**config.mk**
```make
export PLATFORM = sky130hd
export DESIGN_NAME = dcr_top
export DESIGN_NICKNAME = d
export VERILOG_FILES = /design/src/rtl/dcr_pkg.sv /design/src/rtl/dcr_fifo.sv /design/src/rtl/dcr_top.sv
export VERILOG_INCLUDE_DIRS = /design/src /design/src/rtl
export SDC_FILE = /design/constraint.sdc
export NUM_CORES = 1
export LEC_CHECK = 0
export BUFFER_PORTS_ARGS = -buffer_cell sky130_fd_sc_hd__buf_4
export CAP_MARGIN = 20
export CORE_MARGIN = 4
export CORE_UTILIZATION = 61
export CTS_CLUSTER_SIZE = 10
export DETAILED_ROUTE_END_ITERATION = 7
export PLACE_DENSITY = 0.82
export RECOVER_POWER = 50
export SYNTH_ARGS = -nofsm -noshare
export SYNTH_HDL_FRONTEND = slang
export SYNTH_SLANG_ARGS = --single-unit
```
**constraint.sdc**
```tcl
create_clock -name ref_clk_i -period 6.55 [get_ports ref_clk_i]
set_input_delay 0.3275 -clock ref_clk_i [delete_from_list [all_inputs] [get_ports ref_clk_i]]
set_output_delay 0.3275 -clock ref_clk_i [all_outputs]
set_load 0.01 [all_outputs]
```
**src/rtl/dcr_map.svh**
```systemverilog
// Constants of the DMA channel enable and request block
`ifndef DCR_MAP_SVH
`define DCR_MAP_SVH
`define DCR_NUM_CH 4
`define DCR_CNT_W 16
`define DCR_CNT_RST 16'h0000
`define DCR_FIFO_DEPTH 16
`define DCR_DATA_W 16
`endif

```
**src/rtl/dcr_pkg.sv**
```systemverilog
// Types of the DMA channel enable and request block
`include "dcr_map.svh"
package dcr_pkg;
  typedef struct packed {
    logic [1:0] chan;
    logic [`DCR_CNT_W-1:0] count;
  } dcr_xfer_t;

  typedef struct packed {
    logic wr;
    logic [1:0] chan;
    logic enable;
    logic pending;
  } dcr_ctl_wr_t;

  typedef enum logic [1:0] {
    DCR_IDLE = 2'b00,
    DCR_MOVE = 2'b01,
    DCR_DONE = 2'b11
  } dcr_state_t;
endpackage

```
**src/rtl/dcr_fifo.sv**
```systemverilog
// Parameterised valid/ready FIFO
`timescale 1ns/1ps
`default_nettype none
module dcr_fifo #(
  parameter int WIDTH = 18,
  parameter int DEPTH = 16
) (
  // Clock and reset
  input wire logic clk_i,
  input wire logic rst_n_i,
  input wire logic ce_i,
  // Fill side
  input wire logic in_valid_i,
  output logic in_ready_o,
  input wire logic [WIDTH-1:0] in_data_i,
  // Drain side
  output logic out_valid_o,
  input wire logic out_ready_i,
  output logic [WIDTH-1:0] out_data_o
);
  localparam int AW = $clog2(DEPTH);
  logic [WIDTH-1:0] mem [DEPTH];
  logic [AW-1:0] wp, rp, next_wp, next_rp;
  logic [AW:0] cnt, next_cnt;
  logic push, pop;

  always_comb begin
    push = in_valid_i && (cnt != (AW+1)'(DEPTH));
    pop = (cnt != '0) && out_ready_i;
    next_wp = push ? wp + 1'b1 : wp;
    next_rp = pop ? rp + 1'b1 : rp;
    next_cnt = cnt + (AW+1)'(push) - (AW+1)'(pop);
  end

  always_ff @(posedge clk_i or negedge rst_n_i) begin
    if (!rst_n_i) begin
      wp <= '0;
      rp <= '0;
      cnt <= '0;
    end else if (ce_i) begin
      wp <= next_wp;
      rp <= next_rp;
      cnt <= next_cnt;
    end
  end

  always_ff @(posedge clk_i) begin
    if (ce_i && push) begin
      mem[wp] <= in_data_i;
    end
  end

  assign in_ready_o = (cnt != (AW+1)'(DEPTH));
  assign out_valid_o = (cnt != '0);
  assign out_data_o = mem[rp];
endmodule
`default_nettype wire

```
**src/rtl/dcr_top.sv**
```systemverilog
// Four-channel DMA enable, request and transfer counter logic
// Function
// Four channels, each active when enabled
// Writing one leaves pending bit unchanged
// Writing zero clears the pending bit
// Re-enable write must also write pending one
// Read-modify-write of enable writes pending one
// Enable rewrite restores loaded counter value
// Each serviced transfer decrements counter once
// Fixed priority, channel 0 highest
// Request sets pending until granted or cleared
`timescale 1ns/1ps
`default_nettype none
`include "dcr_map.svh"
module dcr_top #(
  parameter int NUM_CH = `DCR_NUM_CH,
  parameter int CNT_W = `DCR_CNT_W,
  parameter int FIFO_DEPTH = `DCR_FIFO_DEPTH
) (
  // Clock, reset, enable
  input wire logic ref_clk_i,
  input wire logic arst_n_i,
  input wire logic ce_i,
  // Channel control write
  input wire dcr_pkg::dcr_ctl_wr_t ctl_wr_i,
  input wire logic cnt_wr_i,
  input wire logic [1:0] cnt_chan_i,
  input wire logic [CNT_W-1:0] cnt_data_i,
  // Peripheral request pins
  input wire logic [NUM_CH-1:0] req_pin_i,
  // Status
  output logic [NUM_CH-1:0] enable_o,
  output logic [NUM_CH-1:0] pending_o,
  output logic [NUM_CH*CNT_W-1:0] count_o,
  // Transfer stream out
  output logic xfer_valid_o,
  input wire logic xfer_ready_i,
  output dcr_pkg::dcr_xfer_t xfer_o
);
  import dcr_pkg::*;

  // ************************************************************
  // Reset release and request synchronisers
  // ************************************************************
  logic [1:0] rst_sync;
  logic rst_n;
  logic [NUM_CH-1:0] req_s1, req_s2, req_s3, req_prev, next_req_prev;
  logic [NUM_CH-1:0] req_rise, req_agree;

  always_ff @(posedge ref_clk_i or negedge arst_n_i) begin
    if (!arst_n_i) begin
      rst_sync <= 2'b00;
    end else begin
      rst_sync <= {rst_sync[0], 1'b1};
    end
  end
  assign rst_n = rst_sync[1];

  always_ff @(posedge ref_clk_i or negedge rst_n) begin
    if (!rst_n) begin
      req_s1 <= '0;
      req_s2 <= '0;
      req_s3 <= '0;
      req_prev <= '0;
    end else if (ce_i) begin
      req_s1 <= req_pin_i;
      req_s2 <= req_s1;
      req_s3 <= req_s2;
      req_prev <= next_req_prev;
    end
  end
  always_comb begin
    // Each pin settles on its own, a moving pin must not hide the others
    req_agree = ~(req_s2 ^ req_s3);
    next_req_prev = (req_agree & req_s3) | (~req_agree & req_prev);
    req_rise = req_agree & req_s3 & ~req_prev;
  end

  // ************************************************************
  // Channel state
  // ************************************************************
  logic [NUM_CH-1:0] enable, next_enable, pending, next_pending;
  logic [CNT_W-1:0] load [NUM_CH];
  logic [CNT_W-1:0] count [NUM_CH];
  logic [CNT_W-1:0] next_load [NUM_CH];
  logic [CNT_W-1:0] next_count [NUM_CH];
  logic [NUM_CH-1:0] grant;
  logic fifo_ready;
  dcr_state_t state, next_state;
  logic [1:0] cur_ch, next_cur_ch;
  dcr_xfer_t push_data;
  logic push_valid;

  // Lowest set bit wins
  function automatic logic [NUM_CH-1:0] pick_first(input logic [NUM_CH-1:0] v);
    logic [NUM_CH-1:0] r;
    r = '0;
    for (int i = NUM_CH - 1; i >= 0; i--) begin
      if (v[i]) begin
        r = '0;
        r[i] = 1'b1;
      end
    end
    return r;
  endfunction

  function automatic logic [1:0] enc(input logic [NUM_CH-1:0] v);
    logic [1:0] r;
    r = '0;
    for (int i = 0; i < NUM_CH; i++) begin
      if (v[i]) begin
        r = 2'(i);
      end
    end
    return r;
  endfunction

  always_comb begin
    next_enable = enable;
    next_pending = pending;
    next_state = state;
    next_cur_ch = cur_ch;
    grant = '0;
    push_valid = 1'b0;
    push_data = '0;
    for (int i = 0; i < NUM_CH; i++) begin
      next_load[i] = load[i];
      next_count[i] = count[i];
    end
    case (state)
      DCR_IDLE: begin
        // fixed priority
        grant = pick_first(pending & enable);
        if (grant != '0 && fifo_ready) begin
          next_cur_ch = enc(grant);
          next_state = DCR_MOVE;
        end
      end
      DCR_MOVE: begin
        // one decrement per transfer
        push_valid = 1'b1;
        push_data.chan = cur_ch;
        push_data.count = count[cur_ch];
        next_count[cur_ch] = count[cur_ch] - 1'b1;
        next_pending[cur_ch] = 1'b0;
        next_state = DCR_DONE;
      end
      DCR_DONE: begin
        next_state = DCR_IDLE;
      end
      default: begin
        next_state = DCR_IDLE;
      end
    endcase
    if (cnt_wr_i) begin
      next_load[cnt_chan_i] = cnt_data_i;
      next_count[cnt_chan_i] = cnt_data_i;
    end
    if (ctl_wr_i.wr) begin
      // enable bit activates channel
      next_enable[ctl_wr_i.chan] = ctl_wr_i.enable;
      // enable write restores loaded count value
      if (ctl_wr_i.enable) begin
        next_count[ctl_wr_i.chan] = next_load[ctl_wr_i.chan];
      end
      // zero clears pending
      // a one leaves it standing
      if (!ctl_wr_i.pending) begin
        next_pending[ctl_wr_i.chan] = 1'b0;
      end
    end
    // request sets pending, wins over clear
    next_pending = next_pending | (req_rise & enable);
  end

  always_ff @(posedge ref_clk_i or negedge rst_n) begin
    if (!rst_n) begin
      enable <= '0;
      pending <= '0;
      state <= DCR_IDLE;
      cur_ch <= 2'h0;
      for (int i = 0; i < NUM_CH; i++) begin
        load[i] <= `DCR_CNT_RST;
        count[i] <= `DCR_CNT_RST;
      end
    end else if (ce_i) begin
      enable <= next_enable;
      pending <= next_pending;
      state <= next_state;
      cur_ch <= next_cur_ch;
      for (int i = 0; i < NUM_CH; i++) begin
        load[i] <= next_load[i];
        count[i] <= next_count[i];
      end
    end
  end

  // ************************************************************
  // Outputs
  // ************************************************************
  always_ff @(posedge ref_clk_i or negedge rst_n) begin
    if (!rst_n) begin
      enable_o <= '0;
      pending_o <= '0;
      count_o <= '0;
    end else if (ce_i) begin
      enable_o <= next_enable;
      pending_o <= next_pending;
      for (int i = 0; i < NUM_CH; i++) begin
        count_o[i*CNT_W +: CNT_W] <= next_count[i];
      end
    end
  end

  // ************************************************************
  // Transfer FIFO
  // ************************************************************
  logic fifo_valid;
  dcr_xfer_t fifo_data;
  logic out_full;
  logic pop;

  dcr_fifo #(.WIDTH($bits(dcr_xfer_t)), .DEPTH(FIFO_DEPTH)) u_fifo (
    .clk_i(ref_clk_i),
    .rst_n_i(rst_n),
    .ce_i(ce_i),
    .in_valid_i(push_valid),
    .in_ready_o(fifo_ready),
    .in_data_i(push_data),
    .out_valid_o(fifo_valid),
    .out_ready_i(pop),
    .out_data_o(fifo_data)
  );

  // Output register stage, refilled when empty or being taken
  assign pop = fifo_valid && (!out_full || xfer_ready_i);
  always_ff @(posedge ref_clk_i or negedge rst_n) begin
    if (!rst_n) begin
      out_full <= 1'b0;
      xfer_o <= '0;
    end else if (ce_i) begin
      if (pop) begin
        out_full <= 1'b1;
        xfer_o <= fifo_data;
      end else if (xfer_ready_i) begin
        out_full <= 1'b0;
      end
    end
  end
  assign xfer_valid_o = out_full;
endmodule
`default_nettype wire

```
==> results.toml <==
[critical_path]
r2r_cells = 1
r2r_end = "load[0]$_DFFE_PN0P_"
reg2reg_setup_slack_ns = 3.12
r2r-start = "rst_sync[1]$_DFF_PN0_"
worstPathRequired_ns = 7.00
cp_max_fo = 50
cp.arrival_ns = 5.06
path_class = "in2reg"
critPathLaunchType = "input pin"
cp-end-kind = "register"

[drt]
antenna_left = 0
via_per_inst = 6.89
via_count = 14200
first_pass_iters = 6
dr.first_iter.drc_count = 1646
routed_wirelength_um = 60100
wire_per_inst_um = 29.2
route.detailed.drc = 0

[flow_run]
max_cap_violations = 5

[logic_synthesis]
yosys.area.top_type = "edfxtp_1"
synth_warnings = 0
synth_cell_types = 77
synth_enable_flop_cells = 288
seq_area_frac_synth = 0.627
synth_nets = 1491
ys_ff_latch = 478
async_reset_ff_frac = 0.397
synthDominantCellAreaShare = 0.404
syn_area_um2 = 21400
synth_flop_cell = "edfxtp_1"
synth_area_leaders = "edfxtp_1, dfrtp_1, mux4_2, mux2_2, nand2_1"
synth_cells = 1442
avgSynthCellArea_um2 = 14.8

[floorplan]
rows = 68
die_y_um = 195
pin_count = 123
initial_core_util = 0.619
die_area_um2 = 38100
die-width_um = 195
core_um2 = 34500

[timing]
tightest_slew_ns = 2.41
hold_violations = 0
period_minus_slack_ns = 4.61
slew_violations = 183
setup_viol = 0
fin_crit_sh = 0.705
rsz0062_at_grt = "false"
fin_setup_tns_ns = 0
max_slew_margin = -0.605
worst_slack_ns = 1.94
skew_ns = 0.0332
max_clock_freq_ghz = 0.217

[min_path]
min_path_type = "in2async"

[cts]
clockRootBuffer = "clkbuf_16"
clkLatencyLatePin_ns = 0.59
cts-htree-levels = 2
cts_buffer_depth = 3
clock_sinks = 478
numCtsBuffers = 54
ctsResizeCount = 0
cts_tree = "yes"
path_clk_slew_ns = 0.06

[cells_and_area]
antenna_cells = 0
layout-drive-gt1-share = 0.216
synthToLayoutAreaGrowth_pct = 12.9
final_common_cell = "edfxtp_1"
final_util = 0.699
nNetsFinal = 1618
final_cell_mix = "edfxtp_1, dfrtp_1, clkbuf_1"

[global_route]
antenna_found_initial = 0
grt_pass1_wl_um = 90900
grt_pass1_vias = 14500
track_usage = 0.314
grt-ovfl-total = 0
grt_max_degree = 76

[outcome]
status = "complete, but fails checks"
violations = "max-capacitance violations, max-slew violations"

[placed_design]
port_buffers = 122
dpl.hpwl_um = 37500
pre_cts_slack_ns = 3.32
gp_congestion = 0.961

[power]
power_leakage_nw = 8.84
peakVddDrop_mv = 0.357
power_density_nw_per_um2 = 443
## critical path, cell delays in order
cell and delay (ns):
clkbuf_1 1.67, inv_1 0.80, nor2_1 1.16, clkbuf_1 0.66, mux2_2 0.41
## cells in the mapped netlist, types with 4 or more instances
library cell / instances
a211o_1: 6
a211oi_1: 15
a21o_1: 7
a21oi_1: 58
a221oi_1: 8
a222oi_1: 8
a22o_1: 9
a22oi_1: 17
a31oi_1: 5
a32oi_1: 4
and2_1: 40
and3_1: 5
buf_1: 13
buf_2: 6
clkbuf_1: 74
dfrtp_1: 190
edfxtp_1: 288
ha_1: 16
inv_1: 22
mux2_2: 107
mux2i_1: 6
mux4_1: 7
mux4_2: 99
nand2_1: 101
nand3_1: 23
nand3b_1: 7
nand4_1: 16
nand4b_1: 6
nor2_1: 76
nor2b_1: 4
nor3_1: 6
nor3b_1: 4
nor4_1: 5
o211ai_1: 6
o21ai_0: 74
o221ai_1: 11
o22ai_1: 6
o2bb2ai_1: 4
o31ai_1: 5
xnor2_1: 16
xor2_1: 7
## cells by family (layout without fill, tap and decap cells)
| family | count (synthesis) | count (layout) | synth area share |
|---|---|---|---|
| DFF | 478 | 478 | 0.627 |
| adders and majority gates | 17 | 17 | 0.0103 |
| xor gates and xnor gates | 23 | 23 | 0.00942 |
| buffers and inverters | 120 | 284 | 0.0228 |
| AOI/OAI and AO/OA | 266 | 266 | 0.0830 |
| other | 1 | 1 | 0.000175 |
| muxes | 219 | 219 | 0.172 |
| and+or+nand+nor | 318 | 318 | 0.0757 |
## state kept, by name, summed over array words and instances, names as in the netlist, named ones only
register / count
req_s3: 4
pending_o: 4
count: 61
state: 2
u_fifo.wp: 4
req_s2: 4
u_fifo.mem: 288
xfer_o: 18
cur_ch: 2
load: 64
enable_o: 4
u_fifo.cnt: 5
count_o: 3
req_s1: 4
rst_sync: 2
xfer_valid_o: 1
u_fifo.rp: 4
## metal layers
metal	up-vias	global-route usage	routed length, um
li1	5867	-	-
met1	7220	0.429	22400
met2	915	0.520	30000
met3	198	0.0499	5340
met4	0	0.117	2440
met5	-	0	0
## final cells by class
| cell class | instances | area (um2) |
|---|---|---|
| flip-flops and latches | 478 | 13400 |
| fillers | 2340 | 10400 |
| multi-input cells | 844 | 7520 |
| clock buffers | 89 | 1490 |
| repair buffers | 168 | 993 |
| well taps | 455 | 569 |
| inverters | 23 | 86.3 |
| clock inverters | 4 | 66.3 |
## metrics by stage
stage | power [mW] | instances | hold slack, ns | instance area, um2
2_1_floorplan | 6.76 | 1442 | 0.0319 | 21400
3_3_place_gp | 7.94 | 1958 | 0.111 | 22800
3_5_place_dp | 8.12 | 1961 | 0.111 | 22900
4_1_cts | 10.8 | 2059 | 0.0454 | 24500
5_1_grt | 11.2 | 2061 | 0.0619 | 24100
6_report | 10.7 | 2061 | 0.0562 | 24100
## where the power goes
part	internal, mW	leakage [nW]	switching, mW
Sequential	3.92	4.92	0.528
Combinational	1.53	3.18	2.01
Clock	1.55	0.739	1.15
Total	7.00	8.84	3.69
## repair_timing
action | CTS | global route
setup buffers | 0 | 0
hold buffers | 5 | 0
hold endpoints to repair | 6 | 0
setup endpoints to repair | 0 | 0
## worst max path at each step
stage,from,end,slack [ns]
after floorplan,rst_sync[1]$_DFF_PN0_,asynchronous set/reset pin,0.86
after global placement,u_fifo.rp[0]$_DFFE_PN0P_,xfer_o[3]$_DFFE_PN0P_,3.38
after detailed placement,u_fifo.rp[0]$_DFFE_PN0P_,xfer_o[17]$_DFFE_PN0P_,3.32
after CTS,u_fifo.rp[0]$_DFFE_PN0P_,xfer_o[16]$_DFFE_PN0P_,3.30
after global routing,ce_i,load[54]$_DFFE_PN0P_,1.84
final,ce_i,load[50]$_DFFE_PN0P_,1.94
Note: power is estimated with default switching activity, not from simulation.
